### config.mk
export PLATFORM = sky130hd
export DESIGN_NAME = sdi_dac_end_flat
export DESIGN_NICKNAME = d
export VERILOG_FILES = /design/src/sdi_pkg.sv /design/src/sdi_link_if.sv /design/src/sdi_dac_end.sv /design/src/flat_wrapper.sv
export SDC_FILE = /design/constraint.sdc
export NUM_CORES = 1
export LEC_CHECK = 0
export BUFFER_PORTS_ARGS = -buffer_cell sky130_fd_sc_hd__buf_2
export CAP_MARGIN = 25
export CORE_UTILIZATION = 46
export DETAILED_ROUTE_END_ITERATION = 16
export PLACE_DENSITY = 0.74
export RECOVER_POWER = 50
export SLEW_MARGIN = 20
export SYNTH_ARGS = -nofsm -noshare
export SYNTH_HDL_FRONTEND = slang
export SYNTH_SLANG_ARGS = --single-unit
### constraint.sdc
create_clock -name ref_clk_i -period 5.4 [get_ports ref_clk_i]
set_input_delay 0.81 -clock ref_clk_i [delete_from_list [all_inputs] [get_ports ref_clk_i]]
set_output_delay 0.81 -clock ref_clk_i [all_outputs]
set_load 0.01 [all_outputs]
### src/sdi_pkg.sv
// Constants, types and timing shared by both ends of the stereo DAC serial input link.
// Assumes a single 125 MHz reference clock in each end and no software-visible registers.
//
// What this block does
// - Samples are signed two's complement, MSB first.
// - Data and framing change on bit-clock falling edges.
// - Source gives 16 bit clocks per word.
// - Shared line: channel clock toggles after LSB.
// - Separate lines: word clock falls after LSB.
// - Outputs update 4.5 bit periods after data.
// - Gated shared: channel toggle between LSB end, MSB.
// - Gated separate: word fall between LSB end, MSB.
// - Gated separate: word rise from ninth edge.
// - Channel polarity select flips left channel level.
// - No minimum rate; single word converts.
// - Format select picks shared or separate lines.
// - Separate mode: framing pin delimits words only.

package sdi_pkg;

	// ==========================================================
	// Word format
	localparam int unsigned WORD_BITS     = 16;
	localparam logic [4:0]  BIT_CNT_FIRST = 5'h01;
	localparam logic [4:0]  BIT_CNT_LSB   = 5'h10;
	localparam logic [4:0]  BIT_CNT_OVER  = 5'h11;
	localparam logic [3:0]  BIT_IDX_MSB   = 4'hF;

	typedef logic signed [WORD_BITS-1:0] sdi_sample_t;

	// ==========================================================
	// Link pin positions in the synchroniser vector
	localparam int unsigned PIN_N     = 5;
	localparam int unsigned PIN_FMT   = 0;
	localparam int unsigned PIN_BCK   = 1;
	localparam int unsigned PIN_LEFT  = 2;
	localparam int unsigned PIN_RIGHT = 3;
	localparam int unsigned PIN_FRAME = 4;
	// Synchroniser reset levels: bit clock idles high
	localparam logic [PIN_N-1:0] PIN_IDLE = 5'h02;

	// ==========================================================
	// Timing
	localparam int unsigned REF_PERIOD_NS     = 8;
	localparam int unsigned BCK_MIN_PERIOD_NS = 100;
	localparam int unsigned BCK_MIN_PULSE_NS  = 40;
	localparam int unsigned BCK_HALF_NS       = (BCK_MIN_PERIOD_NS / 2 > BCK_MIN_PULSE_NS) ?
		BCK_MIN_PERIOD_NS / 2 : BCK_MIN_PULSE_NS;
	localparam int unsigned BCK_HALF_CYC      = (BCK_HALF_NS + REF_PERIOD_NS - 1) / REF_PERIOD_NS;
	localparam logic [3:0]  BCK_HALF_LAST     = 4'(BCK_HALF_CYC - 1);

	// Update delay of four and a half measured bit periods
	localparam int unsigned UPD_WHOLE_SHIFT = 2;
	localparam int unsigned PER_W           = 16;
	localparam int unsigned DLY_W           = PER_W + 3;
	localparam logic [PER_W-1:0] PER_MAX    = 16'hFFFF;
	localparam logic [DLY_W-1:0] DLY_FIRE   = 19'h00001;

	// ==========================================================
	// Source sequencing, counted in bit-clock falling edges
	localparam logic [5:0] EDGES_SHARED   = 6'h20;
	localparam logic [5:0] EDGES_SEPARATE = 6'h10;
	localparam logic [5:0] EDGE_RIGHT     = 6'h10;
	localparam logic [5:0] EDGE_WORD_RISE = 6'h08;

	// ==========================================================
	// State machines
	typedef enum logic {
		SRC_IDLE = 1'b0,
		SRC_SEND = 1'b1
	} sdi_src_state_e;

	typedef enum logic {
		UPD_IDLE = 1'b0,
		UPD_WAIT = 1'b1
	} sdi_upd_state_e;

endpackage

### src/sdi_link_if.sv
// Pin-level link between the sample source and the DAC input.
// Assumes the source end drives every pin; the DAC end only listens.
`timescale 1ns/1ps

interface sdi_link_if;
	// High selects separate left and right lines
	logic format_select;
	logic bit_clock;
	logic left_serial_in;
	// Carries the channel polarity select level in shared-line mode
	logic right_serial_in;
	// Channel clock in shared mode, word framing clock in separate mode
	logic channel_clock;

	modport src (
		output format_select,
		output bit_clock,
		output left_serial_in,
		output right_serial_in,
		output channel_clock
	);

	modport dac (
		input format_select,
		input bit_clock,
		input left_serial_in,
		input right_serial_in,
		input channel_clock
	);
endinterface

### src/sdi_dac_end.sv
// DAC input end: deserialises the link into staged left and right samples.
// Assumes link pins are asynchronous to ref_clk_i; each passes two flip-flops first.
`timescale 1ns/1ps

module sdi_dac_end (
	// Clock and reset
	input  wire logic            ref_clk_i,
	input  wire logic            rst_n_i,
	// Link from the sample source
	sdi_link_if.dac              link,
	// Converter side
	output sdi_pkg::sdi_sample_t left_sample_o,
	output sdi_pkg::sdi_sample_t right_sample_o,
	output logic                 sample_update_o,
	// Status
	output logic                 parallel_mode_o,
	output logic                 short_word_o
);
	import sdi_pkg::*;

	// ==========================================================
	// Pin synchronisers
	logic [PIN_N-1:0] pins;
	logic [PIN_N-1:0] sync1_q, sync1_d;
	logic [PIN_N-1:0] sync2_q, sync2_d;

	assign pins[PIN_FMT]   = link.format_select;
	assign pins[PIN_BCK]   = link.bit_clock;
	assign pins[PIN_LEFT]  = link.left_serial_in;
	assign pins[PIN_RIGHT] = link.right_serial_in;
	assign pins[PIN_FRAME] = link.channel_clock;

	always_comb begin
		sync1_d = pins;
		sync2_d = sync1_q;
	end

	always_ff @(posedge ref_clk_i) begin
		if (!rst_n_i) begin
			sync1_q <= PIN_IDLE;
			sync2_q <= PIN_IDLE;
		end else begin
			sync1_q <= sync1_d;
			sync2_q <= sync2_d;
		end
	end

	// ==========================================================
	// Edge detection and period measurement
	logic             bclk_prev_q, bclk_prev_d;
	logic             frame_prev_q, frame_prev_d;
	logic             start_pend_q, start_pend_d;
	logic [PER_W-1:0] per_cnt_q, per_cnt_d;
	logic [PER_W-1:0] per_q, per_d;
	logic             bck_rise;
	logic             parallel;
	logic             frame_edge;

	assign parallel = sync2_q[PIN_FMT];
	assign bck_rise = sync2_q[PIN_BCK] & ~bclk_prev_q;

	always_comb begin
		bclk_prev_d  = sync2_q[PIN_BCK];
		frame_prev_d = sync2_q[PIN_FRAME];
		// Shared line: any channel clock change; separate: word clock fall only
		if (parallel) begin
			frame_edge = frame_prev_q & ~sync2_q[PIN_FRAME];
		end else begin
			frame_edge = frame_prev_q ^ sync2_q[PIN_FRAME];
		end
		// A framing edge is remembered until the next bit-clock rise; a new edge wins
		start_pend_d = frame_edge | (start_pend_q & ~bck_rise);
		per_cnt_d = per_cnt_q;
		per_d     = per_q;
		if (bck_rise) begin
			per_cnt_d = '0;
			per_d     = (per_cnt_q == PER_MAX) ? PER_MAX : per_cnt_q + 16'h0001;
		end else if (per_cnt_q != PER_MAX) begin
			per_cnt_d = per_cnt_q + 16'h0001;
		end
	end

	always_ff @(posedge ref_clk_i) begin
		if (!rst_n_i) begin
			// Idle level, so leaving reset shows no false bit clock rise
			bclk_prev_q  <= 1'b1;
			frame_prev_q <= 1'b0;
			start_pend_q <= 1'b0;
			per_cnt_q    <= '0;
			per_q        <= '0;
		end else begin
			bclk_prev_q  <= bclk_prev_d;
			frame_prev_q <= frame_prev_d;
			start_pend_q <= start_pend_d;
			per_cnt_q    <= per_cnt_d;
			per_q        <= per_d;
		end
	end

	// ==========================================================
	// Word assembly and staging
	logic [4:0]  cnt_q, cnt_d;
	logic        left_ch_q, left_ch_d;
	logic        short_q, short_d;
	sdi_sample_t shl_q, shl_d;
	sdi_sample_t shr_q, shr_d;
	sdi_sample_t stage_l_q, stage_l_d;
	sdi_sample_t stage_r_q, stage_r_d;
	logic        pair_done;

	always_comb begin
		cnt_d     = cnt_q;
		left_ch_d = left_ch_q;
		shl_d     = shl_q;
		shr_d     = shr_q;
		stage_l_d = stage_l_q;
		stage_r_d = stage_r_q;
		short_d   = 1'b0;
		pair_done = 1'b0;
		if (bck_rise) begin
			// Bits are taken MSB first on the rise, midway between falling edges
			shl_d = {shl_q[WORD_BITS-2:0], sync2_q[PIN_LEFT]};
			shr_d = {shr_q[WORD_BITS-2:0], sync2_q[PIN_RIGHT]};
			if (start_pend_q) begin
				cnt_d     = BIT_CNT_FIRST;
				short_d   = (cnt_q != BIT_CNT_OVER) && (cnt_q != BIT_CNT_LSB);
				// Left when channel clock differs from the polarity select level
				left_ch_d = sync2_q[PIN_FRAME] ^ sync2_q[PIN_RIGHT];
			end else if (cnt_q != BIT_CNT_OVER) begin
				cnt_d = cnt_q + 5'h01;
			end
			// Sixteenth bit after the framing edge closes the word
			if (cnt_d == BIT_CNT_LSB) begin
				if (parallel) begin
					stage_l_d = shl_d;
					stage_r_d = shr_d;
					pair_done = 1'b1;
				end else if (left_ch_d) begin
					stage_l_d = shl_d;
				end else begin
					stage_r_d = shl_d;
					pair_done = 1'b1;
				end
			end
		end
	end

	always_ff @(posedge ref_clk_i) begin
		if (!rst_n_i) begin
			cnt_q     <= BIT_CNT_OVER;
			left_ch_q <= 1'b0;
			short_q   <= 1'b0;
			shl_q     <= 16'h0000;
			shr_q     <= 16'h0000;
			stage_l_q <= 16'h0000;
			stage_r_q <= 16'h0000;
		end else begin
			cnt_q     <= cnt_d;
			left_ch_q <= left_ch_d;
			short_q   <= short_d;
			shl_q     <= shl_d;
			shr_q     <= shr_d;
			stage_l_q <= stage_l_d;
			stage_r_q <= stage_r_d;
		end
	end

	// ==========================================================
	// Output update timer
	sdi_upd_state_e   upd_q, upd_d;
	logic [DLY_W-1:0] dly_q, dly_d;
	sdi_sample_t      out_l_q, out_l_d;
	sdi_sample_t      out_r_q, out_r_d;
	logic             update_q, update_d;

	always_comb begin
		upd_d    = upd_q;
		dly_d    = dly_q;
		out_l_d  = out_l_q;
		out_r_d  = out_r_q;
		update_d = 1'b0;
		if (pair_done) begin
			// Wait four and a half measured bit periods; needs no further bit clock
			dly_d = {3'b000, per_q} << UPD_WHOLE_SHIFT;
			dly_d = dly_d + {4'h0, per_q[PER_W-1:1]};
			upd_d = UPD_WAIT;
		end else if (upd_q == UPD_WAIT) begin
			if (dly_q <= DLY_FIRE) begin
				// Both channels move together so the outputs stay in phase
				out_l_d  = stage_l_q;
				out_r_d  = stage_r_q;
				update_d = 1'b1;
				upd_d    = UPD_IDLE;
			end else begin
				dly_d = dly_q - DLY_FIRE;
			end
		end
	end

	always_ff @(posedge ref_clk_i) begin
		if (!rst_n_i) begin
			upd_q    <= UPD_IDLE;
			dly_q    <= '0;
			out_l_q  <= 16'h0000;
			out_r_q  <= 16'h0000;
			update_q <= 1'b0;
		end else begin
			upd_q    <= upd_d;
			dly_q    <= dly_d;
			out_l_q  <= out_l_d;
			out_r_q  <= out_r_d;
			update_q <= update_d;
		end
	end

	assign left_sample_o   = out_l_q;
	assign right_sample_o  = out_r_q;
	assign sample_update_o = update_q;
	assign parallel_mode_o = sync2_q[PIN_FMT];
	assign short_word_o    = short_q;
endmodule

### src/flat_wrapper.sv
// flat-port wrapper written by rule: the top's interface ports become plain ports
module sdi_dac_end_flat import sdi_pkg::*;
  (ref_clk_i, rst_n_i, left_sample_o, right_sample_o, sample_update_o, parallel_mode_o, short_word_o, link_format_select, link_bit_clock, link_left_serial_in, link_right_serial_in, link_channel_clock);
  sdi_link_if link_i ();
  input  wire logic ref_clk_i;
  input  wire logic rst_n_i;
  output sdi_pkg::sdi_sample_t left_sample_o;
  output sdi_pkg::sdi_sample_t right_sample_o;
  output logic sample_update_o;
  output logic parallel_mode_o;
  output logic short_word_o;
  input wire logic [$bits(link_i.format_select)-1:0] link_format_select;
  input wire logic [$bits(link_i.bit_clock)-1:0] link_bit_clock;
  input wire logic [$bits(link_i.left_serial_in)-1:0] link_left_serial_in;
  input wire logic [$bits(link_i.right_serial_in)-1:0] link_right_serial_in;
  input wire logic [$bits(link_i.channel_clock)-1:0] link_channel_clock;
  assign link_i.format_select = link_format_select;
  assign link_i.bit_clock = link_bit_clock;
  assign link_i.left_serial_in = link_left_serial_in;
  assign link_i.right_serial_in = link_right_serial_in;
  assign link_i.channel_clock = link_channel_clock;
  sdi_dac_end u_core (.ref_clk_i(ref_clk_i), .rst_n_i(rst_n_i), .link(link_i), .left_sample_o(left_sample_o), .right_sample_o(right_sample_o), .sample_update_o(sample_update_o), .parallel_mode_o(parallel_mode_o), .short_word_o(short_word_o));
endmodule
==> results of run 1 <==
power by group through the flow:
stage               clock (mW)  sequential [mW]  combinational [mW]
CTS                       1.25             1.25              0.0730
global route              1.31             1.25              0.0815
global placement             0             1.28              0.0720
floorplan                    0             1.28              0.0583
detailed placement           0             1.28              0.0726
finish                    1.23             1.25              0.0730
stage by stage:
step                      power (mW)   util
after global placement          1.35  0.487
after CTS                       2.57  0.526
after detailed placement        1.35  0.487
final                           2.55  0.523
after global routing            2.64  0.523
after floorplan                 1.33      -
layer usage:
layer  up-vias  part of all wire  global-route usage
met5         -                 0                   0
met4         0             0.013              0.0651
met3        15             0.031              0.0412
met2        91              0.45               0.302
met1      2680              0.51               0.251
li1       2973                 -                   -
critical path, stage by stage:
cell	delay (ns)
clkbuf_1	1.14
clkinvlp_2	0.96
buf_4	0.61
nor3_1	0.36
layout by cell type (no fill, tap or decap), types with 4 or more instances in the layout:
cell,synthesis,final
clkbuf_1,39,36
clkbuf_16,0,17
nand4_1,4,4
a21oi_1,71,71
nand2b_1,7,7
nand3_1,15,15
mux2i_1,70,70
nand2_1,91,91
buf_4,0,4
a31oi_1,8,8
and2_0,0,4
nor4_1,5,5
nor2_1,115,115
dfxtp_1,167,167
o211ai_1,5,5
inv_8,0,4
xnor2_1,18,18
buf_2,0,6
ha_1,20,20
xor2_1,21,21
a21o_1,6,6
and3_1,9,8
inv_1,12,11
o21ai_0,31,31
nor3_1,12,12
and2_1,11,7
a211oi_1,31,31
registers in the layout, summed over array words and instances, names as in the netlist, 5 cells and up:
| signal | flops |
|---|---|
| u_core.per_cnt_q | 16 |
| u_core.shl_q | 15 |
| u_core.cnt_q | 5 |
| u_core.dly_q | 19 |
| u_core.stage_r_q | 16 |
| u_core.right_sample_o | 16 |
| u_core.shr_q | 15 |
| u_core.left_sample_o | 16 |
| u_core.per_q | 16 |
| u_core.sync1_q | 5 |
| u_core.stage_l_q | 16 |
| u_core.sync2_q | 5 |
kinds of logic (layout without fill, tap and decap cells):
kind of cell    Yosys count  in the layout  share of synthesized area
xor+xnor                 39             39                     0.0460
simple gates            291            291                      0.176
mux                      70             70                     0.0945
fa+ha+maj                21             21                     0.0364
flops                   167            167                      0.451
compound gates          186            186                      0.159
buf+inv                  65             90                     0.0371
final timing paths:
check	start	end	slack, ns	cells after the start
max	rst_n_i	u_core.sample_update_o	1.73	4
min	u_core.sync1_q[1]	u_core.sync2_q[1]	0.41	1
max reg2reg	u_core.dly_q[6]	u_core.right_sample_o[8]	1.81	7
min reg2reg	u_core.sync1_q[1]	u_core.sync2_q[1]	0.41	1
cell type report:
class / instances / share of cell area
well taps: 216 / 0.0327
clock inverters: 13 / 0.0191
inverters: 12 / 0.00560
repair buffers: 46 / 0.0236
flip-flops and latches: 167 / 0.404
multi-input cells: 607 / 0.460
clock buffers: 19 / 0.0547
==> metrics.csv, run 1 <==
stage;metric;value;unit
sta;final setup margin;1.73;ns
routing;number of vias in the routed layout;5759;
sta;period utilization;0.679;
finish;n_diodes;0;
logic_synthesis;Synth Register Bits;167;
flow_run;maxcap violations;2;
placed_design;dpl ws;1.80;ns
clock_network;cts repair resizes;0;
logic_synthesis;Synth area leader;dfxtp_1;
power;Internal;1.95;mW
global_routing;first-pass GRT wire length;25.0;mm
clock_network;clk sink count;167;
clock_network;worst-case clock buffer depth;2;
clock_network;CTS tree;built;
sta;Peak Freq;273;MHz
power;Comb power frac;0.029;
logic_synthesis;Yosys cell types;59;
routing;drt total wl;15.0;mm
logic_synthesis;Syn Area/Cell;8.84;um^2
global_routing;initial antenna violation count;0;
floorplan;Initial Utilization;0.469;
placed_design;dpl cells;1048;
routing;Remaining DRCs;0;
outcome;failing checks;max-capacitance violations, max-slew violations;
global_routing;largest net degree at the start of global routing;105;
routing;drt first-iter violations;325;
setup_path;critical path class;in2reg;
logic_synthesis;syn nets;867;
routing;post-route ant nets;0;
power;maximum vdd drop;0.219;mV
logic_synthesis;Yosys warning total;0;
finish;final non-filler cell total;1080;
clock_network;Worst-Skew Late Latency;0.43;ns
logic_synthesis;EDFF count, synth;0;
sta;setup tns final;0;ns
clock_network;Worst-path clk slew;0.07;ns
floorplan;row cnt;46;
sta;Final Hold Vio Count;0;
sta;Slew @ Worst Pin;1.61;ns
logic_synthesis;Post-synth top cells;dfxtp_1 (167), nor2_1 (115), nand2_1 (91);
setup_path;CP max FO;104;
sta;final setup skew;0.00884;ns
global_routing;Total GRT Usage;0.189;
global_routing;GRT overflow;0;
setup_path;CP arrival;4.00;ns
power;pwr dens;309;nW/um^2
sta;RSZ-0062 raised after global routing;no;
worst_hold_path;Hold Crit Class;reg2reg;
sta;Slew Limit Fails;65;
logic_synthesis;Area contributors post-synth;dfxtp_1 (45%), mux2i_1 (9.4%), nor2_1 (5.8%);
floorplan;Die Wd;129;um
clock_network;clock root buffer master;clkbuf_16;
finish;Final Cell Area;8270;um^2
setup_path;worst endpoint required time;5.73;ns
logic_synthesis;share of synthesized flip-flops with an asynchronous set or reset;0;
finish;fin nets;879;
floorplan;num ports;42;
setup_path;CP startpoint kind;input pin;
placed_design;I/O Buffers;41;
outcome;outcome;finished with violations;
routing;drt pass-1 iters;5;
sta;Tmin final;3.67;ns
setup_path;Critical Path End Type;flop;
power;Clk pwr share;0.482;
floorplan;total core area;15800;um^2
logic_synthesis;Cells after Synth;839;
clock_network;post-CTS setup buffer count;0;
power;net switching fraction of the power;0.237;
power;Leak Pwr;3.07;nW
placed_design;dpl hpwl;10.0;mm
logic_synthesis;Main synth FF type;dfxtp_1;
floorplan;die footprint;16600;um^2
finish;Multi-input gate area;3810;um^2
clock_network;clock buffer count from CTS;17;
power;sequential share of power;0.490;
finish;Syn-to-layout area delta;11.5;%
logic_synthesis;top-count cell post-synth;dfxtp_1;
placed_design;Cell Area, Placed;7710;um^2
global_routing;vias in the first global route;5195;
logic_synthesis;sequential area share after synthesis;0.451;
routing;vias per cell;5.33;
clock_network;cts hold-fix bufs;0;
finish;FILL cells;1448;
routing;routed length per instance;13.9;um
logic_synthesis;top-area cell type share of the netlist area;0.451;
sta;slew margin rel.;-0.0766;
clock_network;H-tree Lvls;4;
placed_design;GPL Wtd Cong;0.801;
sta;Setup violations, final;0;
sta;hold slack;0.407;ns
logic_synthesis;Mapped Area;7420;um^2
floorplan;die height;129;um
finish;flip-flop and latch area;3340;um^2
finish;share of cells above drive strength 1;0.0613;
power;switching power;0.606;mW
No activity file was read; power rests on OpenSTA's default activity.
==> run 2, diff against run 1 <==
Clock period 5.4 ns to 3.8 ns, I/O delays scaled along.
==> metrics.csv, run 2 (synthesized netlist as in run 1, its figures left out) <==
stage;metric;value;unit;change
global_routing;Total GRT Usage;0.184;;-0.00420
power;Comb power frac;0.029;;about the same
flow_run;maxcap violations;3;;+1
finish;FILL cells;1454;;+0.41%
floorplan;die height;129;um;unchanged
sta;Final Hold Vio Count;0;;unchanged
sta;slew margin rel.;-0.339;;-0.263
clock_network;clk sink count;167;;unchanged
routing;number of vias in the routed layout;5684;;-1.3%
placed_design;I/O Buffers;41;;unchanged
routing;met1 WL;7.39;mm;-2.7%
floorplan;num ports;42;;unchanged
finish;fin nets;882;;+0.34%
setup_path;critical path startpoint;u_core.dly_q[6];;
clock_network;worst-case clock buffer depth;2;;unchanged
power;sequential share of power;0.497;;+0.007
power;pwr dens;431;nW/um^2;+39%
routing;met3 WL post-DR;419;um;-8.7%
placed_design;dpl hpwl;9.68;mm;-3.3%
sta;Slew @ Worst Pin;2.01;ns;+0.394 ns
routing;drt first-iter violations;323;;-0.62%
setup_path;worst endpoint required time;4.03;ns;-1.70 ns
finish;share of cells above drive strength 1;0.0634;;+0.00209
finish;max reg flops;19;;unchanged
finish;Reg with most FFs;u_core.dly_q;;
clock_network;cts hold-fix bufs;0;;unchanged
global_routing;largest net degree at the start of global routing;105;;unchanged
setup_path;Critical Path End Type;flop;;
finish;Final Util;0.524;;+0.00150
sta;Peak Freq;326;MHz;
finish;commonest non-fill, non-tap cell in the layout;dfxtp_1;;
finish;flip-flop and latch area;3340;um^2;unchanged
sta;Setup violations, final;0;;unchanged
routing;Remaining DRCs;0;;unchanged
floorplan;die footprint;16600;um^2;unchanged
routing;post-route ant nets;0;;unchanged
power;net switching fraction of the power;0.248;;+0.0112
finish;Final Cell Area;8300;um^2;+0.29%
worst_hold_path;Hold Crit Class;in2reg;;
sta;RSZ-0062 raised after global routing;no;;
clock_network;clock buffer count from CTS;17;;unchanged
sta;period utilization;0.807;;
sta;Slew Limit Fails;169;;+160%
power;Pwr Total;3.57;mW;+40%
setup_path;Max stage delay cell, worst path;or4_1;;
routing;routed length per instance;13.6;um;-2.6%
floorplan;Die Wd;129;um;unchanged
finish;Syn-to-layout area delta;11.9;%;
worst_hold_path;hold_sp;link_bit_clock;;
setup_path;CP Cell Sequence;or4_1 > or4_4 > or4_4 > a31oi_4 > buf_12 > mux2i_1 > nor2_1;;
routing;drt pass-1 iters;4;;-1
setup_path;Crit path top cell by count;or4_4;;
clock_network;H-tree Lvls;4;;unchanged
outcome;failing checks;max-capacitance violations, max-slew violations;;
setup_path;slowest stage delay, CP;0.65;ns;-0.49 ns
global_routing;vias in the first global route;5162;;-0.64%
routing;Top Metal Used;met4;;
routing;vias per cell;5.25;;-1.6%
finish;most frequent cells in the layout;dfxtp_1 (167), nor2_1 (115), nand2_1 (91);;
clock_network;clock root buffer master;clkbuf_16;;
power;Internal;2.69;mW;+38%
floorplan;Initial Utilization;0.469;;unchanged
power;maximum vdd drop;0.383;mV;+75%
setup_path;CP startpoint kind;flop;;
setup_path;critical path class;reg2reg;;
sta;final setup skew;0.0164;ns;+0.00752 ns
clock_network;CTS tree;built;;
clock_network;Worst-path clk slew;0.07;ns;about the same
global_routing;initial antenna violation count;0;;unchanged
outcome;outcome;finished with violations;;
setup_path;CP arrival;3.30;ns;-0.70 ns
finish;n_diodes;0;;unchanged
power;switching power;0.887;mW;+46%
sta;setup tns final;0;ns;unchanged
routing;met2 WL;6.66;mm;-1.8%
floorplan;total core area;15800;um^2;unchanged
placed_design;dpl cells;1051;;+0.29%
floorplan;row cnt;46;;unchanged
power;Leak Pwr;3.08;nW;+0.23%
finish;final non-filler cell total;1083;;+0.28%
placed_design;Cell Area, Placed;7760;um^2;+0.62%
sta;Tmin final;3.07;ns;
global_routing;first-pass GRT wire length;24.4;mm;-2.5%
routing;drt total wl;14.7;mm;-2.3%
power;Clk pwr share;0.473;;-0.009
clock_network;Worst-Skew Late Latency;0.43;ns;about the same
clock_network;post-CTS setup buffer count;0;;unchanged
finish;Multi-input gate area;3810;um^2;unchanged
global_routing;GRT overflow;0;;unchanged
setup_path;RR Startpoint;u_core.dly_q[6];;
placed_design;GPL Wtd Cong;0.843;;+5.3%
clock_network;cts repair resizes;0;;unchanged
setup_path;CP max FO;32;;-69%
[run 2: cell types whose count changed in the layout (fill, tap and decap cells not counted), moves of 2 or more]
cell,delta
inv_8,-2
and2_1,-2
and2_0,+2
clkbuf_8,-2
clkinv_8,+3
[run 2: worst paths after layout]
check | endpoint | depth (start not counted) | slack (ns)
max | u_core.left_sample_o[11] | 7 | 0.73
min | u_core.sync1_q[1] | 2 | 0.32
max reg2reg | u_core.left_sample_o[11] | 7 | 0.73
min reg2reg | u_core.sync2_q[1] | 1 | 0.41
[run 2: cell type report]
class                   instances  share of cell area
flip-flops and latches        167               0.403
inverters                      12             0.00558
clock inverters                15              0.0217
well taps                     216              0.0326
clock buffers                  17              0.0513
multi-input cells             607               0.459
repair buffers                 49              0.0270
[run 2: power by group through the flow]
stage                     Combinational, mW  Sequential, mW  Clock (mW)
after floorplan                      0.0829            1.81           0
after global placement                0.106            1.82           0
after detailed placement              0.106            1.82           0
after CTS                             0.107            1.78        1.73
after global routing                  0.118            1.78        1.81
final                                 0.105            1.78        1.69
[run 2: per-stage QoR]
| stage | hold WS (ns) | setup WS [ns] |
|---|---|---|
| floorplan | 0.386 | 0.863 |
| global placement | 0.391 | 0.844 |
| detailed placement | 0.395 | 0.806 |
| CTS | 0.309 | 0.807 |
| global route | 0.322 | 0.393 |
| finish | 0.323 | 0.733 |
[run 2: metal layers]
| metal | track usage | vias to the layer above |
|---|---|---|
| li1 | - | 2990 |
| met5 | 0 | - |
| met3 | 0.0432 | 12 |
| met4 | 0.0706 | 0 |
| met1 | 0.250 | 2597 |
| met2 | 0.284 | 85 |
[run 2: worst max-delay path, delay by kind of cell, from the launching register on]
kind	cells	cell delay, ns
AND/OR/NAND/NOR	4	1.85
flip-flops	1	0.34
buffers and inverters	1	0.26
multiplexers	1	0.21
AO/OA/AOI/OAI	1	0.19
